==> config.mk <==
export PLATFORM = sky130hd
export DESIGN_NAME = scs_channel_state
export DESIGN_NICKNAME = d
export VERILOG_FILES = /design/src/rtl/scs_pkg.sv /design/src/rtl/scs_channel_state.sv /design/src/rtl/scs_sync.sv
export VERILOG_INCLUDE_DIRS = /design/src /design/src/rtl
export SDC_FILE = /design/constraint.sdc
export NUM_CORES = 1
export LEC_CHECK = 0
export ABC_AREA = 1
export BUFFER_PORTS_ARGS = -buffer_cell sky130_fd_sc_hd__clkbuf_2
export CORE_AREA = 4 4 162 164
export DETAILED_ROUTE_END_ITERATION = 8
export DIE_AREA = 0 0 166 168
export MAX_ROUTING_LAYER = met4
export PLACE_DENSITY = 0.65
export RECOVER_POWER = 100
export SLEW_MARGIN = 20
export SYNTH_ARGS = -nofsm -noshare
export SYNTH_HDL_FRONTEND = slang
export SYNTH_SLANG_ARGS = --single-unit
export TNS_END_PERCENT = 30
==> constraint.sdc <==
create_clock -name clk_i -period 2.4 [get_ports clk_i]
set_clock_uncertainty 0.05 [all_clocks]
set_input_delay 0.48 -clock clk_i [delete_from_list [all_inputs] [get_ports clk_i]]
set_output_delay 0.48 -clock clk_i [all_outputs]
set_load 0.05 [all_outputs]
==> src/rtl/scs_params.svh <==
`ifndef SCS_PARAMS_SVH
`define SCS_PARAMS_SVH

`define SCS_NCH 2
`define SCS_PKG_CH 5'h1f
`define SCS_CLK_MHZ 10
`define SCS_PWRUP_TIMEOUT_US 1000
`define SCS_PWRUP_TIMEOUT_CYC (`SCS_PWRUP_TIMEOUT_US * `SCS_CLK_MHZ)
`define SCS_SETTLE_CYC 5'h10

`define SCS_SY_W 5
`define SCS_SY_LINK 0
`define SCS_SY_TOKEN 1
`define SCS_SY_PWR 2
`define SCS_SY_STRAP 4:3

`define SCS_CMD_CLEAR_INIT 8'h00
`define SCS_CMD_SELECT 8'h01
`define SCS_CMD_DESELECT 8'h02
`define SCS_CMD_CH_ENABLE 8'h03
`define SCS_CMD_CH_DISABLE 8'h04
`define SCS_CMD_CH_RESET 8'h05
`define SCS_CMD_NET_TX_ON 8'h06
`define SCS_CMD_NET_TX_OFF 8'h07
`define SCS_CMD_SET_AEN 8'h08
`define SCS_CMD_SET_FILT 8'h09

`define SCS_RESP_OK 16'h0000
`define SCS_RESP_FAIL 16'h0001
`define SCS_REASON_NONE 16'h0000
`define SCS_REASON_INIT_REQ 16'h0001
`define SCS_REASON_UNSUP 16'h0002

`define SCS_REG_CTRL 8'h00
`define SCS_REG_STATUS 8'h04
`define SCS_REG_CNT0 8'h08
`define SCS_REG_CNT1 8'h0c
`define SCS_CTRL_ARB_SUP 0
`define SCS_CTRL_ASYNC_RST 1
`define SCS_CTRL_RESET 1'b1

`endif

==> src/rtl/scs_pkg.sv <==
`include "scs_params.svh"

package scs_pkg;
    typedef enum logic [1:0] {SCS_PWR_DOWN, SCS_PWR_UP, SCS_PWR_OPER} scs_pwr_t;

    typedef struct packed {
        logic [`SCS_SY_W-1:0] s1;
        logic [`SCS_SY_W-1:0] s2;
    } scs_sync_t;

    typedef struct packed {
        scs_pwr_t pwr;
        logic [4:0] settle;
        logic [15:0] pu_cnt;
        logic [2:0] pkg_id;
        logic selected;
        logic hw_arb_en;
        logic arb_sup;
        logic link_q;
        logic drv_en;
        logic [`SCS_NCH-1:0] init;
        logic [`SCS_NCH-1:0] enabled;
        logic [`SCS_NCH-1:0] net_tx;
        logic [`SCS_NCH-1:0][7:0] aen_en;
        logic [`SCS_NCH-1:0][7:0] filt_en;
        logic [`SCS_NCH-1:0][15:0] cnt;
        logic [`SCS_NCH-1:0] iid_vld;
        logic [`SCS_NCH-1:0][7:0] command_instance_number;
        logic [`SCS_NCH-1:0][15:0] last_code;
        logic [`SCS_NCH-1:0][15:0] last_reason;
        logic resp_valid;
        logic [15:0] resp_code;
        logic [15:0] resp_reason;
        logic [31:0] rdata;
    } scs_state_t;
endpackage

==> src/rtl/scs_channel_state.sv <==
`timescale 1ns/1ns
`include "scs_params.svh"

// What this block does
// Selected package may drive and transmit, subject to arbitration gating.
// Deselected package keeps drivers off and transmits nothing.
// With arbitration on, transmit only when selected and holding the token.
// With arbitration off, transmit whenever selected, token ignored.
// Package ready accepts and answers package commands and can be selected.
// Package not ready accepts no package commands.
// Ready channel accepts commands matching package id plus channel number.
// Channel not ready accepts no channel commands.
// Enabled channel may send events and pass-through while package selected.
// Disabled channel sends no unrequested packets, only command responses.
// During interface power-up the transmit drivers stay off.
// Channels enter Initial State within the power-up init timeout.
// Initial State is left only by the clear-initial-state command.
// In Initial State a channel still answers commands to its identifier.
// In Initial State non-vendor channel commands fail with init-required.
// Entering Initial State disables the channel.
// Arbitration set enabled only at power-up, otherwise kept.
// Entering Initial State clears all address and VLAN filter enables.
// Entering Initial State zeroes all statistics counters.
// Entering Initial State turns off network transmit of pass-through.
// Entering Initial State forgets command instance numbers.
// Entering Initial State stops and clears event notification enables.
// Channel identifier is package id bits 7:5, channel bits 4:0.
// Reset-channel command puts that channel in Initial State.
// Enable and disable commands switch the channel sub-state.
module scs_channel_state #(
    parameter int PWRUP_TIMEOUT_CYC = `SCS_PWRUP_TIMEOUT_CYC
) (
    input wire logic clk_i,
    input wire logic rst_n_i,
    input wire logic link_clk_i,
    input wire logic arb_token_i,
    input wire logic iface_pwr_i,
    input wire logic [1:0] pkg_id_strap_i,
    input wire logic cmd_valid_i,
    input wire logic [7:0] cmd_chan_id_i,
    input wire logic [7:0] cmd_type_i,
    input wire logic [7:0] cmd_arg_i,
    input wire logic [7:0] command_instance_number_i,
    input wire logic cmd_oem_i,
    input wire logic resp_pend_i,
    input wire logic [`SCS_NCH-1:0] unreq_req_i,
    input wire logic [`SCS_NCH-1:0] pt_frame_i,
    input wire logic [`SCS_NCH-1:0][7:0] async_event_notification_i,
    input wire logic [7:0] addr_i,
    input wire logic [31:0] wdata_i,
    input wire logic wr_i,
    input wire logic rd_i,
    output logic [31:0] rdata_o,
    output logic resp_valid_o,
    output logic [15:0] resp_code_o,
    output logic [15:0] resp_reason_o,
    output logic tx_drv_en_o,
    output logic [`SCS_NCH-1:0] unreq_grant_o,
    output logic [`SCS_NCH-1:0] async_event_notification_o,
    output logic [`SCS_NCH-1:0] net_tx_en_o,
    output logic [`SCS_NCH-1:0][7:0] filt_en_o,
    output logic pkg_ready_o,
    output logic selected_o
);
    import scs_pkg::*;

    scs_state_t st_reg;
    scs_state_t st_next;
    logic [`SCS_SY_W-1:0] sy;
    logic link_rise;
    logic tx_allow;
    logic pkg_ready;

    function automatic logic chan_hit(input logic [7:0] id, input logic [2:0] pkg);
        chan_hit = (id[7:5] == pkg) && (id[4:0] < 5'(`SCS_NCH));
    endfunction

    function automatic logic pkg_hit(input logic [7:0] id, input logic [2:0] pkg);
        pkg_hit = (id[7:5] == pkg) && (id[4:0] == `SCS_PKG_CH);
    endfunction

    function automatic scs_state_t enter_init(input scs_state_t s, input int c);
        scs_state_t r;
        r = s;
        r.init[c] = 1'b1;
        r.enabled[c] = 1'b0;
        r.filt_en[c] = 8'h00;
        r.cnt[c] = 16'h0000;
        r.net_tx[c] = 1'b0;
        r.iid_vld[c] = 1'b0;
        r.aen_en[c] = 8'h00;
        return r;
    endfunction

    scs_sync u_sync (
        .clk_i(clk_i),
        .rst_n_i(rst_n_i),
        .d_i({pkg_id_strap_i, iface_pwr_i, arb_token_i, link_clk_i}),
        .q_o(sy)
    );

    assign link_rise = sy[`SCS_SY_LINK] && !st_reg.link_q;
    assign pkg_ready = (st_reg.pwr == SCS_PWR_OPER);

    assign tx_allow = pkg_ready && st_reg.selected && (!st_reg.hw_arb_en || sy[`SCS_SY_TOKEN]);
    // Grants are handshakes to the datapath, so they may be combinational
    assign unreq_grant_o = {`SCS_NCH{tx_allow}} & unreq_req_i & st_reg.enabled & ~st_reg.init;

    always_comb begin
        logic [`SCS_NCH-1:0] ent;
        logic [15:0] code;
        logic [15:0] reason;
        logic want;
        int c;
        ent = '0;
        code = `SCS_RESP_OK;
        reason = `SCS_REASON_NONE;
        want = 1'b0;
        c = 0;
        st_next = st_reg;
        st_next.resp_valid = 1'b0;
        st_next.link_q = sy[`SCS_SY_LINK];
        st_next.rdata = 32'h0000_0000;

        case (st_reg.pwr)
            SCS_PWR_DOWN: begin
                st_next.selected = 1'b0;
                st_next.pu_cnt = 16'h0000;
                if (sy[`SCS_SY_PWR]) begin
                    st_next.pwr = SCS_PWR_UP;
                    st_next.settle = 5'h00;
                    // Upper package id bit is fixed at zero
                    st_next.pkg_id = {1'b0, sy[`SCS_SY_STRAP]};
                    st_next.hw_arb_en = st_reg.arb_sup;
                end
            end
            SCS_PWR_UP: begin
                st_next.pu_cnt = st_reg.pu_cnt + 16'h0001;
                if (st_reg.settle == `SCS_SETTLE_CYC - 5'h01) begin
                    st_next.pwr = SCS_PWR_OPER;
                    ent = '1;
                end else begin
                    st_next.settle = st_reg.settle + 5'h01;
                end
            end
            SCS_PWR_OPER: begin
                if (!sy[`SCS_SY_PWR]) begin
                    st_next.pwr = SCS_PWR_DOWN;
                end
            end
            default: st_next.pwr = SCS_PWR_DOWN;
        endcase

        for (int i = 0; i < `SCS_NCH; i++) begin
            if (pt_frame_i[i]) begin
                st_next.cnt[i] = st_reg.cnt[i] + 16'h0001;
            end
        end

        if (wr_i && addr_i == `SCS_REG_CTRL) begin
            st_next.arb_sup = wdata_i[`SCS_CTRL_ARB_SUP];
            // Models a loss of configuration; arbitration setting survives
            if (wdata_i[`SCS_CTRL_ASYNC_RST] && pkg_ready) begin
                ent = '1;
            end
        end

        if (rd_i) begin
            if (addr_i == `SCS_REG_CTRL) begin
                st_next.rdata = {31'h0000_0000, st_reg.arb_sup};
            end else if (addr_i == `SCS_REG_STATUS) begin
                st_next.rdata = {18'h00000, st_reg.net_tx, st_reg.enabled, st_reg.init, st_reg.pkg_id,
                                 st_reg.hw_arb_en, st_reg.selected, pkg_ready, st_reg.pwr};
            end else if (addr_i == `SCS_REG_CNT0) begin
                st_next.rdata = {16'h0000, st_reg.cnt[0]};
            end else if (addr_i == `SCS_REG_CNT1) begin
                st_next.rdata = {16'h0000, st_reg.cnt[1]};
            end else begin
                st_next.rdata = 32'h0000_0000;
            end
        end

        // Nothing is accepted, and nothing answered, until the package is ready
        if (cmd_valid_i && pkg_ready) begin
            if (pkg_hit(cmd_chan_id_i, st_reg.pkg_id)) begin
                st_next.resp_valid = 1'b1;
                if (cmd_type_i == `SCS_CMD_SELECT) begin
                    st_next.selected = 1'b1;
                end else if (cmd_type_i == `SCS_CMD_DESELECT) begin
                    st_next.selected = 1'b0;
                end else begin
                    code = `SCS_RESP_FAIL;
                    reason = `SCS_REASON_UNSUP;
                end
            end else if (chan_hit(cmd_chan_id_i, st_reg.pkg_id)) begin
                c = int'(cmd_chan_id_i[4:0]);
                st_next.resp_valid = 1'b1;
                if (st_reg.iid_vld[c] && st_reg.command_instance_number[c] == command_instance_number_i) begin
                    // Retry: repeat the answer, do not execute again
                    code = st_reg.last_code[c];
                    reason = st_reg.last_reason[c];
                end else begin
                    st_next.iid_vld[c] = 1'b1;
                    st_next.command_instance_number[c] = command_instance_number_i;
                    if (st_reg.init[c] && cmd_type_i != `SCS_CMD_CLEAR_INIT && !cmd_oem_i) begin
                        code = `SCS_RESP_FAIL;
                        reason = `SCS_REASON_INIT_REQ;
                    end else if (!cmd_oem_i) begin
                        case (cmd_type_i)
                            `SCS_CMD_CLEAR_INIT: st_next.init[c] = 1'b0;
                            `SCS_CMD_CH_ENABLE: st_next.enabled[c] = 1'b1;
                            `SCS_CMD_CH_DISABLE: st_next.enabled[c] = 1'b0;
                            `SCS_CMD_CH_RESET: ent[c] = 1'b1;
                            `SCS_CMD_NET_TX_ON: st_next.net_tx[c] = 1'b1;
                            `SCS_CMD_NET_TX_OFF: st_next.net_tx[c] = 1'b0;
                            `SCS_CMD_SET_AEN: st_next.aen_en[c] = cmd_arg_i;
                            `SCS_CMD_SET_FILT: st_next.filt_en[c] = cmd_arg_i;
                            default: begin
                                code = `SCS_RESP_FAIL;
                                reason = `SCS_REASON_UNSUP;
                            end
                        endcase
                    end
                    st_next.last_code[c] = code;
                    st_next.last_reason[c] = reason;
                end
            end
        end
        st_next.resp_code = code;
        st_next.resp_reason = reason;

        // Entry wins over any counter or configuration update this cycle
        for (int i = 0; i < `SCS_NCH; i++) begin
            if (ent[i]) begin
                st_next = enter_init(st_next, i);
            end
        end

        // Drivers turn on only at a rising link clock edge but drop at once
        want = (st_next.pwr == SCS_PWR_OPER) && st_next.selected
               && (!st_next.hw_arb_en || sy[`SCS_SY_TOKEN])
               && (resp_pend_i || |(unreq_req_i & st_next.enabled & ~st_next.init));
        st_next.drv_en = want && (st_reg.drv_en || link_rise);
    end

    always_ff @(posedge clk_i) begin
        if (!rst_n_i) begin
            st_reg <= '0;
        end else begin
            st_reg <= st_next;
        end
    end

    always_comb begin
        for (int i = 0; i < `SCS_NCH; i++) begin
            async_event_notification_o[i] = |(async_event_notification_i[i] & st_reg.aen_en[i])
                                            && st_reg.enabled[i] && !st_reg.init[i];
        end
    end

    assign rdata_o = st_reg.rdata;
    assign resp_valid_o = st_reg.resp_valid;
    assign resp_code_o = st_reg.resp_code;
    assign resp_reason_o = st_reg.resp_reason;
    assign tx_drv_en_o = st_reg.drv_en;
    assign net_tx_en_o = st_reg.net_tx;
    assign filt_en_o = st_reg.filt_en;
    assign pkg_ready_o = pkg_ready;
    assign selected_o = st_reg.selected;
endmodule // scs_channel_state

==> src/rtl/scs_sync.sv <==
`timescale 1ns/1ns
`include "scs_params.svh"

module scs_sync (
    input wire logic clk_i,
    input wire logic rst_n_i,
    input wire logic [`SCS_SY_W-1:0] d_i,
    output logic [`SCS_SY_W-1:0] q_o
);
    import scs_pkg::*;

    scs_sync_t sy_reg;
    scs_sync_t sy_next;

    always_comb begin
        sy_next = sy_reg;
        sy_next.s1 = d_i;
        sy_next.s2 = sy_reg.s1;
    end

    always_ff @(posedge clk_i) begin
        if (!rst_n_i) begin
            sy_reg <= '0;
        end else begin
            sy_reg <= sy_next;
        end
    end

    assign q_o = sy_reg.s2;
endmodule // scs_sync

==> flow_metrics.env, run 1 <==
export IMPL_power_report_internal_total_mw=6.27
export IMPL_final_hold_violation_count=0
export IMPL_cts_sinks=225
export IMPL_power_share_clock_pct=48.2
export IMPL_netSwitchingPower_mw=1.77
export IMPL_globalplace_congestion=0.905
export IMPL_worstHoldStart="pkg_id_strap_i[0]"
export IMPL_synth_distinct_cells=49
export IMPL_yosys_most_used_dff="sky130_fd_sc_hd__dfxtp_1"
export IMPL_syn_cell_area_sq_um=9820
export IMPL_grt_antenna_before_repair=1
export IMPL_layout_common_cells="sky130_fd_sc_hd__nand2_1 (269), sky130_fd_sc_hd__dfxtp_1 (223), sky130_fd_sc_hd__inv_1 (156)"
export IMPL_remaining_drc_errors=0
export IMPL_syn_mean_instance_area_sq_um=7.71
export IMPL_overflow=0
export IMPL_cts_buffer_depth=3
export IMPL_sequential_share_of_power_pct=46.9
export IMPL_tritoncts="yes"
export IMPL_start_util_pct=39.4
export IMPL_fp_dieH_microns=168
export IMPL_required_ns=1.87
export IMPL_grt_setup_unrepaired="no"
export IMPL_hold_ws_ns=0.114
export IMPL_clock_transition_at_the_registers_of_the_reported_paths_ns=0.06
export IMPL_syn_instance_count=1274
export IMPL_r2r_slack_ns=0.20
export IMPL_pwr_share_comb_pct=4.9
export IMPL_power_density_cell_area_nw_per_um2=707
export IMPL_timing_critical_path_mode_cell="sky130_fd_sc_hd__inv_2"
export IMPL_sequence_of_cells_on_the_critical_path="inv_2 > nand2_2 > inv_2 > o211ai_1 > nor3b_2 > clkbuf_8"
export IMPL_wire_length_after_detailed_routing_mm=23.8
export IMPL_ys_seq_elements=225
export IMPL_worst_ep_arrival_time_ns=1.78
export IMPL_clk_insertion_delay_late_ns=0.51
export IMPL_timing_final_max_slew_violations=0
export IMPL_min_to="u_sync.sy_next[3]"
export IMPL_drt_antenna_violating_nets=0
export IMPL_worstSetupEndpointType="output port"
export IMPL_max_freq_mhz=433
export IMPL_setup_worst_path_start_class="register"
export IMPL_critPathSlowestCell="sky130_fd_sc_hd__dfxtp_2"
export IMPL_worst_slew_pin_slew_ns=1.34
export IMPL_async_set_or_reset_flop_fraction_in_the_synthesized_netlist_pct=0
export IMPL_final_common_cell="sky130_fd_sc_hd__nand2_1"
export IMPL_final_setup_tns_ns=0
export IMPL_dpl_hpwl_mm=17.0
export IMPL_peakVddDrop_v=0.000518
export IMPL_final_layout_size_suffix_gt1_share_pct=14.8
export IMPL_post_synth_main_area_contributors="sky130_fd_sc_hd__dfxtp_1 (46%), sky130_fd_sc_hd__nand2_1 (10%), sky130_fd_sc_hd__buf_4 (6.5%)"
export IMPL_yosys_warnings=0
export IMPL_numCtsBuffers=25
export IMPL_floorplan_core_area_sq_um=24900
export IMPL_avgRoutedWirePerCell_microns=13.7
export IMPL_routed_via_density=4.71
export IMPL_num_io_pins=194
export IMPL_sw_frac_of_total_pct=22.0
export IMPL_crit_path_max_fanout=3
export IMPL_cap_violations=0
export IMPL_min_path_type="in2reg"
export IMPL_drt_first_pass_iters=5
export IMPL_status="complete, no violations"
export IMPL_floorplan_rows=58
export IMPL_detailroute_via_count=8191
export IMPL_sequential_element_share_of_the_synthesized_area_pct=45.9
export IMPL_grt_first_pass_wirelength_mm=38.4
export IMPL_dpl_cell_area_sq_um=10700
export IMPL_portBuffers=147
export IMPL_critical_path_max_stage_delay_ns=0.35
export IMPL_post_synth_top_area_cell="sky130_fd_sc_hd__dfxtp_1"
export IMPL_final_min_period_over_clock_period_pct=96.2
export IMPL_cellLeakagePower_nw=4.83
export IMPL_cts_root_buffer_cell="sky130_fd_sc_hd__clkbuf_16"
export IMPL_grt_usage_pct=16.8
export IMPL_drt_iter0_markers=460
export IMPL_reg2reg_from="st_reg[222]"
export IMPL_criticalPathCategory="reg2out"
export IMPL_worst_r2r_path_depth=10
export IMPL_grt_pass1_vias=7829
export IMPL_final_setup_violation_count=0
export IMPL_whs_path_depth=3
export IMPL_layout_area_overhead_vs_synth_pct=15.7
export IMPL_relSlewSlack_pct=10.6
export IMPL_synth_edf_count=0
export IMPL_grt_max_degree=60
export IMPL_final_net_count=1498
export IMPL_synth_top_cell_area_share_pct=45.9
export IMPL_layout_cell_area_non_filler_sq_um=11400
export IMPL_number_of_h_tree_branching_levels=1
export IMPL_final_min_clock_period_ns=2.31
export IMPL_die_area_sq_um=27900
export IMPL_chipWidth_microns=166
-- area by class of cell --
| cell class | instances | area [sq um] |
|---|---|---|
| sequential | 225 | 4510 |
| clock buffer | 37 | 721 |
| clock inverter | 7 | 118 |
| inverter | 164 | 616 |
| tap | 330 | 413 |
| antenna | 1 | 2.50 |
| timing repair buffer | 202 | 1110 |
| fill | 2558 | 13500 |
| multi-input combinational | 772 | 3860 |
-- critical path, delay by kind of cell, from the launching register on --
| family | cells | cell delay [ns] |
|---|---|---|
| buffers and inverters | 3 | 0.36 |
| AOI/OAI and AO/OA | 1 | 0.16 |
| and+or+nand+nor | 2 | 0.39 |
| DFF | 1 | 0.35 |
-- what timing repair did --
action | 4_1_cts | 5_1_grt
resized for setup | 6 | 1
endpoints found under the setup margin | 2 | 2
pin swaps | 1 | 0
buffers inserted | 2 | 0
hold buffers | 0 | 0
-- cells in the mapped netlist, types with 15 or more instances --
cell type                  instances
sky130_fd_sc_hd__nand2_1         270
sky130_fd_sc_hd__dfxtp_1         225
sky130_fd_sc_hd__inv_1           157
sky130_fd_sc_hd__nor2_1          112
sky130_fd_sc_hd__buf_4            85
sky130_fd_sc_hd__a21oi_1          76
sky130_fd_sc_hd__nand3_1          74
sky130_fd_sc_hd__nor3b_1          34
sky130_fd_sc_hd__o21ai_0          27
sky130_fd_sc_hd__clkbuf_1         24
sky130_fd_sc_hd__a21oi_2          19
sky130_fd_sc_hd__xor2_1           17
sky130_fd_sc_hd__a211oi_1         16
sky130_fd_sc_hd__nor3_1           15
-- per-layer routing --
metal	part of all wire, %	GRT usage (%)	up-vias
met3	5.7	3.15	48
met5	0	-	-
li1	-	-	4210
met2	46	27.4	199
met4	2.6	5.24	0
met1	45	21.2	3734
-- power groups by stage --
stage,clock network (mW),registers (mW),logic (mW)
2_1_floorplan,0,3.85,0.255
3_3_place_gp,0,3.85,0.399
3_5_place_dp,0,3.85,0.401
4_1_cts,3.98,3.77,0.402
5_1_grt,4.14,3.77,0.429
6_report,3.87,3.77,0.390
-- stage by stage --
step                utilization (%)  power, mW  setup WS, ns  instances
floorplan                         -       4.10       -0.0292       1289
global placement               43.1       4.25       -0.0595       1691
detailed placement             43.1       4.25       -0.0962       1691
CTS                            46.6       8.15        0.0216       1737
global route                   45.6       8.33       0.00190       1738
finish                         45.6       8.03        0.0922       1738
-- worst max-delay path by stage --
stage	startpoint	endpoint	slack, ns	cells after the start
floorplan	st_reg[246]	unreq_grant_o[1]	-0.03	5
global placement	cmd_chan_id_i[0]	register	-0.06	10
detailed placement	cmd_chan_id_i[0]	register	-0.1	10
CTS	st_reg[246]	unreq_grant_o[0]	0.02	6
global route	st_reg[222]	register	0.002	10
finish	st_reg[246]	unreq_grant_o[0]	0.09	6
-- logic make-up after synthesis --
logic type,share of synthesized area (%)
buffers and inverters,14.8
DFF,45.9
xor gates and xnor gates,1.78
AOI/OAI and AO/OA,10.9
adders and majority gates,0.510
other,0.0382
and+or+nand+nor,26.1
No activity file was read; power rests on OpenSTA's default activity.
==> run 2: changes to the inputs <==
CORE_AREA = 4 4 199 153   (was 4 4 162 164)
DIE_AREA = 0 0 203 157   (was 0 0 166 168)
PLACE_DENSITY = 0.58   (was 0.65)
==> run 2 against run 1 <==
Net effect:
- register-to-register slack about the same
- highest routed layer unchanged
- final cell count increased by 4.9%
- wire length up 7.0%
==> flow_metrics.env, run 2 (synthesis gave the netlist of run 1 again) <==
export IMPL_peakVddDrop_v=0.000358
export IMPL_criticalPathCategory="reg2out"
export IMPL_cts_root_buffer_cell="sky130_fd_sc_hd__clkbuf_16"
export IMPL_worstSetupEndpointType="output port"
export IMPL_worstHoldStart="iface_pwr_i"
export IMPL_min_to="u_sync.sy_next[2]"
export IMPL_numCtsBuffers=25
export IMPL_clk_insertion_delay_late_ns=0.52
export IMPL_timing_critical_path_buf_inv=4
export IMPL_final_common_cell="sky130_fd_sc_hd__nand2_1"
export IMPL_tritoncts="yes"
export IMPL_overflow=0
export IMPL_status="complete, no violations"
export IMPL_remaining_drc_errors=0
export IMPL_start_util_pct=34.3
export IMPL_final_min_clock_period_ns=2.25
export IMPL_cts_sinks=225
export IMPL_final_min_period_over_clock_period_pct=93.8
export IMPL_avgRoutedWirePerCell_microns=14.0
export IMPL_globalplace_congestion=0.931
export IMPL_layout_area_overhead_vs_synth_pct=17.7
export IMPL_reg2reg_from="st_reg[241]"
export IMPL_floorplan_core_area_sq_um=28600
export IMPL_die_area_sq_um=31900
export IMPL_setup_worst_path_start_class="register"
export IMPL_critical_path_max_stage_delay_ns=0.31
export IMPL_number_of_h_tree_branching_levels=1
export IMPL_sequence_of_cells_on_the_critical_path="inv_1 > nand2_2 > inv_2 > o211ai_1 > buf_4 > nor3b_2 > clkbuf_8"
export IMPL_grt_max_degree=36
export IMPL_worst_path_dominant_cell_family="buffers and inverters"
export IMPL_grt_usage_pct=16.1
export IMPL_antenna_cells_inserted=0
export IMPL_drt_first_pass_iters=7
export IMPL_drt_antenna_violating_nets=0
export IMPL_power_density_cell_area_nw_per_um2=679
export IMPL_cts_buffer_depth=3
export IMPL_clock_transition_at_the_registers_of_the_reported_paths_ns=0.06
export IMPL_grt_antenna_before_repair=0
export IMPL_cellLeakagePower_nw=4.91
export IMPL_final_net_count=1523
export IMPL_cap_violations=0
export IMPL_final_setup_violation_count=0
export IMPL_min_path_type="in2reg"
export IMPL_worst_r2r_path_depth=12
export IMPL_worst_slack_ns=0.149
export IMPL_drt_iter0_markers=414
export IMPL_crit_path_max_fanout=4
export IMPL_grt_pass1_vias=7824
export IMPL_required_ns=1.87
export IMPL_worst_slew_pin_slew_ns=0.909
export IMPL_relSlewSlack_pct=39.4
export IMPL_final_hold_violation_count=0
export IMPL_placement_setup_worst_slack_ns=-0.293
export IMPL_fp_dieH_microns=157
export IMPL_dpl_hpwl_mm=18.8
export IMPL_cts_hold_buffers=0
export IMPL_chipWidth_microns=203
export IMPL_r2r_slack_ns=0.21
export IMPL_num_io_pins=194
export IMPL_crit_reg2reg_capture="st_reg[148]"
export IMPL_max_freq_mhz=444
export IMPL_layout_common_cells="sky130_fd_sc_hd__nand2_1 (269), sky130_fd_sc_hd__dfxtp_1 (224), sky130_fd_sc_hd__inv_1 (156)"
export IMPL_routed_via_density=4.53
export IMPL_wire_length_after_detailed_routing_mm=25.5
export IMPL_detailroute_via_count=8264
export IMPL_portBuffers=147
export IMPL_final_core_utilization_pct=40.4
export IMPL_floorplan_rows=54
export IMPL_timing_final_max_slew_violations=0
export IMPL_whs_path_depth=3
export IMPL_final_layout_size_suffix_gt1_share_pct=15.9
export IMPL_grt_first_pass_wirelength_mm=40.8
export IMPL_critPathSlowestCell="sky130_fd_sc_hd__dfxtp_1"
export IMPL_worst_ep_arrival_time_ns=1.72
export IMPL_grt_setup_unrepaired="no"
-- run 2: worst register-to-register path, cell delays in order (launching register included) --
cell and delay [ns]:
sky130_fd_sc_hd__dfxtp_1 0.33, sky130_fd_sc_hd__ha_1 0.21, sky130_fd_sc_hd__inv_1 0.07, sky130_fd_sc_hd__nor3_1 0.05, sky130_fd_sc_hd__ha_1 0.19, sky130_fd_sc_hd__nand2_1 0.11, sky130_fd_sc_hd__o21ai_0 0.10, sky130_fd_sc_hd__buf_4 0.15
sky130_fd_sc_hd__inv_1 0.09, sky130_fd_sc_hd__clkbuf_4 0.14, sky130_fd_sc_hd__nand3_1 0.19, sky130_fd_sc_hd__buf_12 0.26, sky130_fd_sc_hd__a211oi_1 0.17
-- run 2: per-layer routing --
metal | part of all wire, % | vias up | global-route usage [%]
met2 | 44 | 194 | 24.9
met5 | 0 | - | -
met4 | 1.4 | 0 | 3.00
met3 | 6.1 | 25 | 3.50
li1 | - | 4271 | -
met1 | 49 | 3774 | 22.0
-- run 2: cell type report --
cell class	instances	area, sq um
Timing Repair Buffer	227	1290
Tap cell	392	490
Clock inverter	12	106
Inverter	164	616
Multi-Input combinational cell	772	3860
Clock buffer	32	682
Sequential cell	225	4510
Fill cell	3018	17000
-- run 2: power breakdown --
group / switching (mW) / total [mW] / internal (mW)
combinational: 0.281 / 0.410 / 0.129
clock: 1.54 / 3.67 / 2.12
sequential: 0.0129 / 3.77 / 3.75
total: 1.84 / 7.85 / 6.01
-- run 2: per-stage QoR --
stage | power [mW] | TNS, ns | hold WS (ns) | cells | cell area [sq um]
final | 7.85 | 0 | 0.0977 | 1824 | 11600
after global routing | 8.18 | 0 | 0.0913 | 1824 | 11600
after CTS | 7.98 | 0 | 0.0705 | 1824 | 11800
after detailed placement | 4.27 | -1.18 | 0.353 | 1779 | 11000
after global placement | 4.27 | -0.480 | 0.351 | 1779 | 11000
after floorplan | 4.10 | -0.0292 | 0.340 | 1289 | 9880
-- run 2: timing repair --
item | CTS | global route
pin swaps | 0 | 0
endpoints found under the setup margin | 2 | 3
setup buffers | 1 | 0
gates resized for setup | 4 | 4
-- run 2: how the worst max path moves through the flow --
| stage | start | to | slack, ns | cells after the start |
|---|---|---|---|---|
| after global placement | cmd_chan_id_i[0] | resp_reason_o[0] | -0.27 | 13 |
| after CTS | register | async_event_notification_o[1] | 0.04 | 4 |
| after global routing | st_reg[246] | unreq_grant_o[0] | 0.008 | 7 |
| after floorplan | st_reg[246] | unreq_grant_o[1] | -0.03 | 5 |
| after detailed placement | cmd_chan_id_i[0] | resp_reason_o[0] | -0.29 | 13 |
| final | st_reg[246] | unreq_grant_o[0] | 0.15 | 7 |
